[config.mk]
export PLATFORM = sky130hd
export DESIGN_NAME = do_timing_engine
export DESIGN_NICKNAME = d
export VERILOG_FILES = /design/src/do_timing_pkg.sv /design/src/change_detector.sv /design/src/do_timing_engine.sv
export SDC_FILE = /design/constraint.sdc
export NUM_CORES = 1
export LEC_CHECK = 0
export BUFFER_PORTS_ARGS = -buffer_cell sky130_fd_sc_hd__buf_4
export CORE_AREA = 2 2 210 212
export CTS_CLUSTER_SIZE = 20
export DETAILED_ROUTE_END_ITERATION = 7
export DIE_AREA = 0 0 212 214
export PLACE_DENSITY = 0.78
export SKIP_LAST_GASP = 1
export SYNTH_ARGS = -nofsm -noshare
export SYNTH_HDL_FRONTEND = slang
export SYNTH_HIERARCHICAL = 1
export SYNTH_SLANG_ARGS = --single-unit
[constraint.sdc]
create_clock -name i_clk_sys -period 5.3 [get_ports i_clk_sys]
set_clock_uncertainty 0.05 [all_clocks]
set_input_delay 0.53 -clock i_clk_sys [delete_from_list [all_inputs] [get_ports i_clk_sys]]
set_output_delay 0.53 -clock i_clk_sys [all_outputs]
set_load 0.1 [all_outputs]
[src/do_timing_pkg.sv]
/*
 file holds the shared constants of the digital output timing engine:
 source selects, timing counts, line counts and power-up state codes.
 assumes a 200 MHz system clock; all other rates are enables derived from it.
*/
package do_timing_pkg;
   localparam int unsigned SYS_CLK_HZ       = 200_000_000;
   localparam int unsigned TB_100M_HZ       = 100_000_000;
   localparam int unsigned TB_20M_HZ        = 20_000_000;
   localparam int unsigned TB_100K_HZ       = 100_000;
   localparam int unsigned DIV_100M         = SYS_CLK_HZ / TB_100M_HZ;
   localparam int unsigned DIV_20M          = SYS_CLK_HZ / TB_20M_HZ;
   localparam int unsigned DIV_100K         = SYS_CLK_HZ / TB_100K_HZ;
   localparam int unsigned PRESCALE_W       = 11;
   // change merge window, longest time so rounded down
   localparam int unsigned MERGE_WINDOW_NS  = 50;
   localparam int unsigned SYS_CLK_PERIOD_PS = 5000;
   localparam int unsigned MERGE_CYCLES     = (MERGE_WINDOW_NS * 1000) / SYS_CLK_PERIOD_PS;
   localparam int unsigned MERGE_W          = 4;
   localparam logic [MERGE_W-1:0] MERGE_LAST = MERGE_W'(MERGE_CYCLES - 1);
   // counters and widths
   localparam int unsigned CNT_W            = 32;
   localparam logic [CNT_W-1:0] START_DELAY_DEFAULT = 32'h00000002;
   localparam int unsigned DIG_LINES        = 32;
   localparam int unsigned PFL_LINES        = 16;
   localparam int unsigned CD_LINES         = DIG_LINES + PFL_LINES;
   localparam int unsigned DATA_W           = 32;
   // timebase source select
   localparam logic [1:0] TB_SEL_100M       = 2'h0;
   localparam logic [1:0] TB_SEL_20M        = 2'h1;
   localparam logic [1:0] TB_SEL_100K       = 2'h2;
   localparam logic [1:0] TB_SEL_EXT        = 2'h3;
   // sample clock source select
   localparam logic [1:0] SC_SEL_INTERNAL   = 2'h0;
   localparam logic [1:0] SC_SEL_EXT        = 2'h1;
   localparam logic [1:0] SC_SEL_CHANGE     = 2'h2;
   // start trigger source select
   localparam logic [1:0] ST_SEL_SOFTWARE   = 2'h0;
   localparam logic [1:0] ST_SEL_DIGITAL    = 2'h1;
   localparam logic [1:0] ST_SEL_ANALOG     = 2'h2;
   localparam logic [1:0] ST_SEL_CHANGE     = 2'h3;
   // pause source select
   localparam logic [1:0] PS_SEL_NONE       = 2'h0;
   localparam logic [1:0] PS_SEL_DIGITAL    = 2'h1;
   localparam logic [1:0] PS_SEL_ANALOG     = 2'h2;
   // power-up state per line
   localparam logic [1:0] PU_HIGH_Z         = 2'h0;
   localparam logic [1:0] PU_DRIVE_0        = 2'h1;
   localparam logic [1:0] PU_DRIVE_1        = 2'h2;
   // change edge enable bit positions
   localparam int unsigned CD_RISE_BIT      = 0;
   localparam int unsigned CD_FALL_BIT      = 1;
endpackage

[src/change_detector.sv]
/*
 file holds the change detector: per-line edge detection on the synchronised
 lines, or-combined and merged into one event per window.
 assumes lines are synchronous to i_clk_sys; i_tb100_en marks 100 MHz ticks.
*/
`timescale 1ns/1ps
`default_nettype none
module change_detector (
   input  wire logic                                 i_clk_sys,
   input  wire logic                                 i_rst_b,
   input  wire logic                                 i_tb100_en,
   input  wire logic [do_timing_pkg::CD_LINES-1:0]   i_lines,
   input  wire logic [do_timing_pkg::CD_LINES-1:0]   i_rise_en,
   input  wire logic [do_timing_pkg::CD_LINES-1:0]   i_fall_en,
   output logic                                      o_change_event,
   output logic [do_timing_pkg::CD_LINES-1:0]        o_changed_lines
);
   ////////////////////////////////////////////////////////////////////////////////
   logic [do_timing_pkg::CD_LINES-1:0] sync_reg;
   logic [do_timing_pkg::CD_LINES-1:0] prev_reg;
   logic [do_timing_pkg::CD_LINES-1:0] hit;
   logic [do_timing_pkg::CD_LINES-1:0] accum_reg;
   logic [do_timing_pkg::MERGE_W-1:0]  win_reg;
   logic                               win_open_reg;
   logic                               any_hit;

   // lines sampled on the 100 MHz tick, then compared with last sample
   always_ff @(posedge i_clk_sys or negedge i_rst_b) begin
      if (!i_rst_b) begin
         sync_reg <= '0;
         prev_reg <= '0;
      end else if (i_tb100_en) begin
         sync_reg <= i_lines;
         prev_reg <= sync_reg;
      end
   end

   // one detector per line, rise and fall enabled separately
   genvar g;
   generate
      for (g = 0; g < do_timing_pkg::CD_LINES; g++) begin : g_det
         assign hit[g] = i_tb100_en &&
                         ((i_rise_en[g] && sync_reg[g] && !prev_reg[g]) ||
                          (i_fall_en[g] && !sync_reg[g] && prev_reg[g]));
      end
   endgenerate

   assign any_hit = |hit;

   // changes inside one window fold into one event at window close
   always_ff @(posedge i_clk_sys or negedge i_rst_b) begin
      if (!i_rst_b) begin
         win_open_reg   <= 1'b0;
         win_reg        <= '0;
         accum_reg      <= '0;
         o_change_event <= 1'b0;
         o_changed_lines <= '0;
      end else begin
         o_change_event <= 1'b0;
         if (win_open_reg) begin
            accum_reg <= accum_reg | hit;
            if (win_reg == do_timing_pkg::MERGE_LAST) begin
               win_open_reg    <= 1'b0;
               o_change_event  <= 1'b1;
               o_changed_lines <= accum_reg | hit;
            end else begin
               win_reg <= win_reg + 1'b1;
            end
         end else if (any_hit) begin
            win_open_reg <= 1'b1;
            win_reg      <= '0;
            accum_reg    <= hit;
         end
      end
   end
endmodule
`default_nettype wire

[src/do_timing_engine.sv]
/*
 file holds the digital output timing engine: timebase select and divide,
 start and pause triggers, finite and retriggerable runs, sample updates,
 power-up line states and the change detection event.
 assumes all inputs synchronous to i_clk_sys; external sources are levels.
*/
// How it works
// - sample clock is internal unless the external or change event source is selected.
// - start launches engine; first sample after delay, default two ticks; hw or sw stop.
// - selected timebase divided into sample clock; 100M default, 20M, 100k, external.
// - timebase is never driven out to a terminal.
// - exported sample clock is active low.
// - with no trigger, software start command begins generation.
// - retriggerable mode repeats the full sequence per start pulse.
// - starts ignored while running; after completion, wait for a new start.
// - digital start begins on selectable rising or falling edge.
// - analog start begins on first selected edge of comparison event.
// - exported start trigger is a high pulse.
// - pause stops new samples; sample in progress completes.
// - onboard clock resumes immediately when pause deasserts.
// - other clock sources resume on the second sample edge after pause ends.
// - digital pause active high or low, software chosen.
// - analog pause active while comparison event is high.
// - lines power up high-z, or drive 0 or 1 as programmed.
// - change detector watches 32 digital and 16 function lines.
// - each line synchronised to 100 MHz, with own rise and fall enables.
// - enabled detectors are or-combined into one event.
// - changes within 50 ns merge into one event.
// - change event can clock output, go to terminals, raise interrupt.
// - each sample edge moves next sample out; empty buffer flags underflow.
// - output update on selectable rising or falling edge of the external sample clock.
`timescale 1ns/1ps
`default_nettype none
module do_timing_engine (
   input  wire logic                                  i_clk_sys,
   input  wire logic                                  i_rst_b,
   // configuration
   input  wire logic [1:0]                            i_tb_sel,
   input  wire logic [1:0]                            i_sc_sel,
   input  wire logic [1:0]                            i_st_sel,
   input  wire logic [1:0]                            i_ps_sel,
   input  wire logic [do_timing_pkg::CNT_W-1:0]       i_sc_divisor,
   input  wire logic                                  i_start_delay_set,
   input  wire logic [do_timing_pkg::CNT_W-1:0]       i_start_delay,
   input  wire logic [do_timing_pkg::CNT_W-1:0]       i_sample_count,
   input  wire logic                                  i_finite_mode,
   input  wire logic                                  i_retrigger_en,
   input  wire logic                                  i_start_falling,
   input  wire logic                                  i_pause_low,
   input  wire logic                                  i_update_falling,
   // commands and sources
   input  wire logic                                  i_sw_start,
   input  wire logic                                  i_sw_stop,
   input  wire logic                                  i_ext_timebase,
   input  wire logic                                  i_ext_sample_clock,
   input  wire logic                                  i_start_source,
   input  wire logic                                  i_analog_event,
   input  wire logic                                  i_pause_source,
   // sample buffer
   input  wire logic                                  i_sample_valid,
   input  wire logic [do_timing_pkg::DATA_W-1:0]      i_sample_data,
   output logic                                       o_sample_ready,
   // lines
   input  wire logic [2*do_timing_pkg::DIG_LINES-1:0] i_dig_powerup,
   input  wire logic [2*do_timing_pkg::PFL_LINES-1:0] i_pfl_powerup,
   input  wire logic [do_timing_pkg::DIG_LINES-1:0]   i_digital_line,
   input  wire logic [do_timing_pkg::PFL_LINES-1:0]   i_programmable_function_line,
   input  wire logic                                  i_wave_out_en,
   output logic [do_timing_pkg::DIG_LINES-1:0]        o_digital_line,
   output logic [do_timing_pkg::DIG_LINES-1:0]        o_digital_line_oe,
   output logic [do_timing_pkg::PFL_LINES-1:0]        o_programmable_function_line,
   output logic [do_timing_pkg::PFL_LINES-1:0]        o_programmable_function_line_oe,
   // change detection
   input  wire logic [do_timing_pkg::CD_LINES-1:0]    i_cd_rise_en,
   input  wire logic [do_timing_pkg::CD_LINES-1:0]    i_cd_fall_en,
   output logic                                       o_change_event,
   output logic [do_timing_pkg::CD_LINES-1:0]         o_changed_lines,
   output logic                                       o_change_irq,
   // status and exports
   output logic                                       o_running,
   output logic                                       o_done,
   output logic                                       o_underflow,
   output logic                                       o_output_sample_clock_b,
   output logic                                       o_output_start_trigger,
   output logic                                       o_output_pause_trigger
);
   ////////////////////////////////////////////////////////////////////////////////
   // timebase prescaler: fixed-rate enables derived from the system clock
   logic [do_timing_pkg::PRESCALE_W-1:0] pre100m_reg;
   logic [do_timing_pkg::PRESCALE_W-1:0] pre20m_reg;
   logic [do_timing_pkg::PRESCALE_W-1:0] pre100k_reg;
   logic tb100_en;
   logic tb20_en;
   logic tb100k_en;
   logic ext_tb_prev_reg;
   logic ext_sc_prev_reg;
   logic tb_tick;
   logic ext_sc_edge;

   function automatic logic wrap(input logic [do_timing_pkg::PRESCALE_W-1:0] c,
                                 input int unsigned d);
      wrap = (c == do_timing_pkg::PRESCALE_W'(d - 1));
   endfunction

   assign tb100_en  = wrap(pre100m_reg, do_timing_pkg::DIV_100M);
   assign tb20_en   = wrap(pre20m_reg, do_timing_pkg::DIV_20M);
   assign tb100k_en = wrap(pre100k_reg, do_timing_pkg::DIV_100K);

   always_ff @(posedge i_clk_sys or negedge i_rst_b) begin
      if (!i_rst_b) begin
         pre100m_reg <= '0;
         pre20m_reg  <= '0;
         pre100k_reg <= '0;
      end else begin
         pre100m_reg <= tb100_en  ? '0 : pre100m_reg + 1'b1;
         pre20m_reg  <= tb20_en   ? '0 : pre20m_reg + 1'b1;
         pre100k_reg <= tb100k_en ? '0 : pre100k_reg + 1'b1;
      end
   end

   // external sources are edge detected so they act as tick enables
   always_ff @(posedge i_clk_sys or negedge i_rst_b) begin
      if (!i_rst_b) begin
         ext_tb_prev_reg <= 1'b0;
         ext_sc_prev_reg <= 1'b0;
      end else begin
         ext_tb_prev_reg <= i_ext_timebase;
         ext_sc_prev_reg <= i_ext_sample_clock;
      end
   end

   // timebase select; it is only used inside, never exported
   always_comb begin
      if (i_tb_sel == do_timing_pkg::TB_SEL_20M) begin
         tb_tick = tb20_en;
      end else if (i_tb_sel == do_timing_pkg::TB_SEL_100K) begin
         tb_tick = tb100k_en;
      end else if (i_tb_sel == do_timing_pkg::TB_SEL_EXT) begin
         tb_tick = i_ext_timebase && !ext_tb_prev_reg;
      end else begin
         tb_tick = tb100_en;
      end
   end

   ////////////////////////////////////////////////////////////////////////////////
   // change detector on digital and function lines
   logic cd_event;
   change_detector u_cd (
      .i_clk_sys       (i_clk_sys),
      .i_rst_b         (i_rst_b),
      .i_tb100_en      (tb100_en),
      .i_lines         ({i_programmable_function_line, i_digital_line}),
      .i_rise_en       (i_cd_rise_en),
      .i_fall_en       (i_cd_fall_en),
      .o_change_event  (cd_event),
      .o_changed_lines (o_changed_lines)
   );
   assign o_change_event = cd_event;
   assign o_change_irq   = cd_event;

   ////////////////////////////////////////////////////////////////////////////////
   // start trigger and pause qualification
   logic st_prev_reg;
   logic an_prev_reg;
   logic start_pulse;
   logic pause_act;
   logic start_delay_cfg_reg;

   always_ff @(posedge i_clk_sys or negedge i_rst_b) begin
      if (!i_rst_b) begin
         st_prev_reg <= 1'b0;
         an_prev_reg <= 1'b0;
      end else begin
         st_prev_reg <= i_start_source;
         an_prev_reg <= i_analog_event;
      end
   end

   always_comb begin
      if (i_st_sel == do_timing_pkg::ST_SEL_DIGITAL) begin
         start_pulse = i_start_falling ? (!i_start_source && st_prev_reg)
                                       : (i_start_source && !st_prev_reg);
      end else if (i_st_sel == do_timing_pkg::ST_SEL_ANALOG) begin
         start_pulse = i_start_falling ? (!i_analog_event && an_prev_reg)
                                       : (i_analog_event && !an_prev_reg);
      end else if (i_st_sel == do_timing_pkg::ST_SEL_CHANGE) begin
         start_pulse = cd_event;
      end else begin
         start_pulse = i_sw_start;
      end
   end

   always_comb begin
      if (i_ps_sel == do_timing_pkg::PS_SEL_DIGITAL) begin
         pause_act = i_pause_low ? !i_pause_source : i_pause_source;
      end else if (i_ps_sel == do_timing_pkg::PS_SEL_ANALOG) begin
         pause_act = i_analog_event;
      end else begin
         pause_act = 1'b0;
      end
   end

   ////////////////////////////////////////////////////////////////////////////////
   // run state machine
   typedef enum logic [2:0] {
      ST_IDLE  = 3'b001,
      ST_DELAY = 3'b010,
      ST_RUN   = 3'b100
   } run_state_t;
   run_state_t state_reg;

   logic [do_timing_pkg::CNT_W-1:0] delay_reg;
   logic [do_timing_pkg::CNT_W-1:0] div_reg;
   logic [do_timing_pkg::CNT_W-1:0] done_cnt_reg;
   logic [do_timing_pkg::CNT_W-1:0] delay_load;
   logic                            resume_wait_reg;
   logic                            int_sc;
   logic                            sc_edge;
   logic                            sample_fire;
   logic                            last_sample;

   // delay defaults to two ticks until software programs its own value
   always_ff @(posedge i_clk_sys or negedge i_rst_b) begin
      if (!i_rst_b) begin
         start_delay_cfg_reg <= 1'b0;
      end else if (i_start_delay_set) begin
         start_delay_cfg_reg <= 1'b1;
      end
   end
   assign delay_load = start_delay_cfg_reg ? i_start_delay
                                           : do_timing_pkg::START_DELAY_DEFAULT;

   assign int_sc = tb_tick && (div_reg == '0);
   assign ext_sc_edge = i_update_falling ? (!i_ext_sample_clock && ext_sc_prev_reg)
                                         : (i_ext_sample_clock && !ext_sc_prev_reg);
   always_comb begin
      if (i_sc_sel == do_timing_pkg::SC_SEL_EXT) begin
         sc_edge = ext_sc_edge;
      end else if (i_sc_sel == do_timing_pkg::SC_SEL_CHANGE) begin
         sc_edge = cd_event;
      end else begin
         sc_edge = int_sc;
      end
   end

   // pause checked at sample boundaries only, so a started sample completes
   assign sample_fire = (state_reg == ST_RUN) && sc_edge && !pause_act
                        && !resume_wait_reg;
   assign last_sample = i_finite_mode && (done_cnt_reg + 1'b1 >= i_sample_count);

   // non-onboard clocks swallow the first edge after pause ends
   always_ff @(posedge i_clk_sys or negedge i_rst_b) begin
      if (!i_rst_b) begin
         resume_wait_reg <= 1'b0;
      end else if (state_reg != ST_RUN) begin
         resume_wait_reg <= 1'b0;
      end else if (pause_act) begin
         resume_wait_reg <= (i_sc_sel != do_timing_pkg::SC_SEL_INTERNAL);
      end else if (sc_edge) begin
         resume_wait_reg <= 1'b0;
      end
   end

   // internal sample divider restarts at the run start; holds while paused
   always_ff @(posedge i_clk_sys or negedge i_rst_b) begin
      if (!i_rst_b) begin
         div_reg <= '0;
      end else if (state_reg != ST_RUN) begin
         div_reg <= '0;
      end else if (tb_tick && !pause_act) begin
         div_reg <= (div_reg + 1'b1 >= i_sc_divisor) ? '0 : div_reg + 1'b1;
      end
   end

   always_ff @(posedge i_clk_sys or negedge i_rst_b) begin
      if (!i_rst_b) begin
         state_reg    <= ST_IDLE;
         delay_reg    <= '0;
         done_cnt_reg <= '0;
         o_done       <= 1'b0;
      end else begin
         case (state_reg)
            ST_IDLE: begin
               if (start_pulse && (i_retrigger_en || !o_done || i_sw_start)) begin
                  state_reg    <= ST_DELAY;
                  delay_reg    <= delay_load;
                  done_cnt_reg <= '0;
                  o_done       <= 1'b0;
               end else if (i_sw_start) begin
                  o_done <= 1'b0; // software re-arms a one-shot engine
               end
            end
            ST_DELAY: begin
               if (i_sw_stop) begin
                  state_reg <= ST_IDLE;
               end else if (tb_tick) begin
                  if (delay_reg <= 32'h00000001) begin
                     state_reg <= ST_RUN;
                  end else begin
                     delay_reg <= delay_reg - 1'b1;
                  end
               end
            end
            ST_RUN: begin
               // start pulses are not looked at while running
               if (i_sw_stop) begin
                  state_reg <= ST_IDLE;
                  o_done    <= 1'b1;
               end else if (sample_fire) begin
                  done_cnt_reg <= done_cnt_reg + 1'b1;
                  if (last_sample) begin
                     state_reg <= ST_IDLE;
                     o_done    <= 1'b1;
                  end
               end
            end
            default: begin
               state_reg <= ST_IDLE;
            end
         endcase
      end
   end
   assign o_running = (state_reg != ST_IDLE);

   ////////////////////////////////////////////////////////////////////////////////
   // sample transfer, underflow flag and exported strobes
   logic [do_timing_pkg::DATA_W-1:0] wave_reg;
   assign o_sample_ready = sample_fire;

   always_ff @(posedge i_clk_sys or negedge i_rst_b) begin
      if (!i_rst_b) begin
         wave_reg    <= '0;
         o_underflow <= 1'b0;
      end else begin
         if (sample_fire && i_sample_valid) begin
            wave_reg <= i_sample_data;
         end
         if (sample_fire && !i_sample_valid) begin
            o_underflow <= 1'b1;
         end else if (i_sw_start) begin
            o_underflow <= 1'b0;
         end
      end
   end

   always_ff @(posedge i_clk_sys or negedge i_rst_b) begin
      if (!i_rst_b) begin
         o_output_sample_clock_b <= 1'b1;
         o_output_start_trigger  <= 1'b0;
         o_output_pause_trigger  <= 1'b0;
      end else begin
         o_output_sample_clock_b <= !sample_fire;
         o_output_start_trigger  <= start_pulse && (state_reg == ST_IDLE);
         o_output_pause_trigger  <= pause_act;
      end
   end

   ////////////////////////////////////////////////////////////////////////////////
   // line drive: power-up state until waveform output takes the digital lines
   genvar gl;
   generate
      for (gl = 0; gl < do_timing_pkg::DIG_LINES; gl++) begin : g_dig
         logic [1:0] pu;
         assign pu = i_dig_powerup[2*gl +: 2];
         assign o_digital_line[gl] = i_wave_out_en ? wave_reg[gl]
                                     : (pu == do_timing_pkg::PU_DRIVE_1);
         assign o_digital_line_oe[gl] = i_wave_out_en || (pu != do_timing_pkg::PU_HIGH_Z);
      end
      for (gl = 0; gl < do_timing_pkg::PFL_LINES; gl++) begin : g_pfl
         logic [1:0] pu;
         assign pu = i_pfl_powerup[2*gl +: 2];
         assign o_programmable_function_line[gl] = (pu == do_timing_pkg::PU_DRIVE_1);
         assign o_programmable_function_line_oe[gl] = (pu != do_timing_pkg::PU_HIGH_Z);
      end
   endgenerate
endmodule
`default_nettype wire

=== Word-level counts from Yosys, hierarchy flattened ===
Index checks and enable logic that the tools add are counted.

* Add/sub/neg operators: 7
* Bitwise logic cells: 1
* $lt $le $gt $ge: 3
* Equal/unequal tests: 79
* Reduce and logical (&&, ||, !) cells: 511
* Muxes and demuxes: 90

{| class="wikitable"
|+ Operators with widths
! kind !! count
|-
| two-way mux 32 bit || 11
|-
| logical AND 1 bit || 257
|-
| case mux 32 bit (2 select lines) || 2
|-
| logical NOT 1 bit || 109
|-
| equality test 2 bit (second input constant) || 54
|-
| nonzero test 2 bit || 54
|-
| two-way mux 48 bit || 2
|-
| logical OR 1 bit || 82
|-
| adder 32 x 1 -> 32 bit (second input constant) || 2
|-
| greater-or-equal comparator 32 bit || 2
|-
| two-way mux 1 bit || 60
|-
| OR 48 bit || 1
|-
| OR reduction 48 bit || 1
|-
| adder 11 x 1 -> 11 bit (second input constant) || 3
|-
| two-way mux 11 bit || 3
|-
| <= comparator 32 x 1 -> 1 bit (second input constant) || 1
|-
| logical NOT 32 bit || 1
|-
| subtractor 32 x 1 -> 32 bit (second input constant) || 1
|-
| two-way mux 3 bit || 7
|-
| inequality test 3 bit (second input constant) || 6
|-
| inequality test 2 bit (second input constant) || 7
|-
| two-way mux 4 bit || 3
|-
| equality test 11 x 1 -> 1 bit (second input constant) || 1
|-
| equality test 11 bit (second input constant) || 1
|-
| other kinds (14) || 20
|}

* Output and inout bits: 153
* Bits of input ports: 393
* Flip-flop bits (word level): 373
* Word-level logic and storage cells: 717

=== Depth between registers and ports, before layout ===
* Depth after elaboration: 14
* Gate-level depth with buffers: 17
* Mapped depth without buffers: 15

=== Cells and area by module ===
Netlist, hierarchy kept.

{| class="wikitable"
|+ By module, submodules not included
! module !! area an instance (um^2) !! times used !! cells an instance
|-
| do_timing_engine || 12051.6 || 1 || 1405
|-
| change_detector || 8484.4 || 1 || 707
|}

=== Worst setup path before layout ===
Ideal clock, no wire load.

* Kind: register to register
* Start: reg div_reg[0] in the netlist's numbering
* End: reg div_reg[16] in the netlist's numbering
* Arrival: 3609 ps
* Buffers on the path: 1
* Library setup time: 82 ps
* Cell stages (with the launch flop): 16
* Slack: 1559 ps
* Path through: dfrtp_1 > ha_1 > nand4_1 > nor3_1 > nand2_1 > nor2_1 > and4_1 > xor2_1 > ha_1 > nand3_1 > o211ai_1 > a41o_1 > o41ai_2 > clkbuf_1 > a41oi_1 > a31oi_1

* Longest elaborated chain between the ends: 5

{| class="wikitable"
|+ Ends and longest elaborated chain
! item !! RTL line !! source
|-
| start: declaration || do_timing_engine.sv:213 || <nowiki>logic [do_timing_pkg::CNT_W-1:0] div_reg;</nowiki>
|-
| start signal: assignment || do_timing_engine.sv:271 || <nowiki>div_reg <= (div_reg + 1'b1 >= i_sc_divisor) ? '0 : div_reg + 1'b1;</nowiki>
|-
| adder 32 x 1 -> 32 bit (*) || do_timing_engine.sv:271 ||
|-
| greater-or-equal comparator 32 bit || do_timing_engine.sv:271 ||
|-
| two-way mux 32 bit (*) || do_timing_engine.sv:271 ||
|-
| two-way mux 32 bit (*) || do_timing_engine.sv:270 || <nowiki>end else if (tb_tick && !pause_act) begin</nowiki>
|-
| two-way mux 32 bit (*) || do_timing_engine.sv:268 || <nowiki>end else if (state_reg != ST_RUN) begin</nowiki>
|}

Every way passes the cells marked *; elsewhere a longest branch is shown, timed or not. The select of a mux whose other input is x is not followed.
A chain may end at the register's enable or synchronous reset.

=== Worst setup path after layout ===
* Start: reg div_reg[0] in the netlist's numbering
* End: reg div_reg[19] in the netlist's numbering

The elaborated chain is that of the path after synthesis.

==> results.cfg <==
[place]
portBuffers = 545
dp.cells = 3153
preCtsSetupSlack_ns = 0.8834
gp_congestion = 0.9534
place_hpwl_mm = 46.52

[setup_path]
worstSetupPathType = reg2reg
crit_path_frequent_cell = ha_1
start_kind = register
critPathMaxFanout = 50
max_stage_delay_ns = 0.56
required_ns = 5.73
end_kind = register
arrival_ns = 4.91
cp_slowest_cell = nor3_1
path_cells = ha_1, nand4_1, nor3_1, nand2_1, nor2_1, and4_1, xor2_1, ha_1, nand3_1, o211ai_1, a41o_1, o31a_1, o41ai_4, buf_4, a41oi_1, a31oi_1

[yosys]
syn-cell-area_mm2 = 0.02054
synth.yosys.seq_area_share_pct = 45.46
synth.top_cell.area_share_pct = 45.21
syn-mean-instance-area_um2 = 9.723
synthTopCellsByCount = dfrtp_1 (371), nor2_1 (188), nand2_1 (164)
synthTopCellsByArea = dfrtp_1 (45%), mux2_2 (5.3%), ha_1 (4.6%)
synth_edf_count = 0
syn_inst = 2112
syn-num-nets = 2581
ys.flop_type = dfrtp_1
synthMostInstantiatedCell = dfrtp_1
synth_top_cell_by_area = dfrtp_1
synth-async-reset-ratio_pct = 100.0
yosysWarnings = 6
synth.distinct_cells = 83
ys_ff_latch = 373

[clocking]
cts_buffers = 42
root_buffer = clkbuf_16
clk_path_buf_depth = 3
htreeDepth = 2
cts.sinks = 373
path_clk_slew_ns = 0.06
worstSkewPairLatency_ns = 0.59
tritoncts = done
cts_resized = 0

[grt]
track_usage_pct = 26.66
grt.overflow.total = 0
grt_pass1_wl_mm = 96.32
antenna_found_initial = 3
grt_max_degree = 152
grt_pass1_vias = 18050

[floorplan]
coreArea_mm2 = 0.04289
ios = 546
fp.dieH_um = 214
die_area_mm2 = 0.04537
initial_core_util_pct = 47.88
die_w_um = 212
num_rows = 76

[timing]
worst_slew_pin_slew_ns = 1.245
finalHoldViolations = 0
finalSetupViolCount = 0
fin_ws_ns = 0.8185
drv_slew = 0
fmax_ghz = 0.2231
relSlewSlack_pct = 16.99
tns_ns = 0
hold_ws_ns = 0.04590
fin_crit_sh_pct = 84.56
rsz0062_at_grt = no
finalCriticalPeriod_ns = 4.481

[run_status]
status = finished, final reports clean

[power]
ir_worst_vdd_mv = 0.3146
leakage_nw = 12.58
power.density_mw_per_mm2 = 368.4

[routing]
ant_nets = 0
drt_iter0_drc = 1277
post_drt_wl_per_cell_um = 19.07
drc = 0
routed_wl_mm = 61.67
vias = 18130
vias_per_cell = 5.606
firstDrtPassIters = 6

[finish]
finalNonFillerCells = 3233
drive_gt1_share_pct = 28.79
fin_nets = 3083
area_growth_pct = 29.12
utilization_pct = 61.83

[flow_run]
drv_cap = 0

[min_path]
hp-class = in2reg
==> report_power, final <==
group	total, mW	switching, mW	internal [mW]	leakage (nW)
Combinational	3.10	2.16	0.943	7.41
Clock	3.02	1.23	1.80	0.698
Sequential	3.64	0.326	3.32	4.48
==> cell families (layout without fill, tap and decap cells) <==
group	Yosys count	after routing	share of synthesized area, %
other cells	0	1	0
compound gates	423	423	12.76
buf+inv	199	734	4.204
fa+ha+maj	76	76	4.630
xor+xnor	85	85	3.625
flops	373	373	45.46
simple gates	819	819	21.80
mux	137	137	7.518
==> final timing paths <==
path	startpoint	endpoint	slack, ns	cells after the start
min in group asynchronous	i_rst_b	u_cd/prev_reg[13]	0.48	2
worst min-delay path	i_start_source	st_prev_reg	0.05	1
worst max register to register	div_reg[0]	div_reg[19]	0.82	16
max in group asynchronous	i_rst_b	done_cnt_reg[27]	3.36	3
worst max-delay path	div_reg[0]	div_reg[19]	0.82	16
worst min register to register	pre100k_reg[0]	pre100k_reg[0]	0.41	1
==> final cells by class <==
class | count | area [um2]
diodes | 1 | 2.502
clock buffers | 66 | 1262
clock inverters | 11 | 185.2
fillers | 3508 | 16370
inverters | 95 | 357.8
multi-input cells | 1540 | 10370
flip-flops and latches | 373 | 9336
well taps | 585 | 732.0
repair buffers | 562 | 4269
==> placed cells by master (no fill, tap or decap), drive strengths merged, types with 28 or more instances in the layout <==
cell    count
nand2b     41
nor4       34
mux2      128
buf       560
ha         76
o21ai     110
nand4b     97
inv        94
a21oi     132
xor2       33
xnor2      52
or3        44
a21o       59
nand3      79
clkbuf     66
nand2     166
nor3       28
dfrtp     371
nor2      188
a31oi      42
==> repair_timing <==
item / CTS / global route
setup endpoints to repair: 0 / 0
endpoints found under the hold margin: 88 / 0
buffers inserted: 0 / 0
hold buffers: 2 / 0
==> routing by layer <==
metal  part of all wire [%]  GRT usage (%)  wire, um
met1                     41          33.54     25540
met2                     49          45.18     29930
met3                    7.8          6.803      4821
met4                    2.2          7.653      1348
met5                  0.045              0        28
==> stage by stage <==
step / total power, mW / cell area [um2]
6_report: 9.769 / 26520
3_3_place_gp: 6.695 / 25050
4_1_cts: 9.846 / 26510
2_1_floorplan: 5.847 / 20540
5_1_grt: 10.23 / 26510
3_5_place_dp: 6.790 / 25050
==> critical path, delay by kind of cell, from the launching register on <==
family                   cells  cell delay, ns
adder cells (fa/ha/maj)      2            0.53
flip-flops                   1            0.45
AND/OR/NAND/NOR              6            1.52
XOR/XNOR                     1            0.17
AO/OA/AOI/OAI                6            1.17
buffers and inverters        1            0.50
Power figures use the tool's default switching activity.
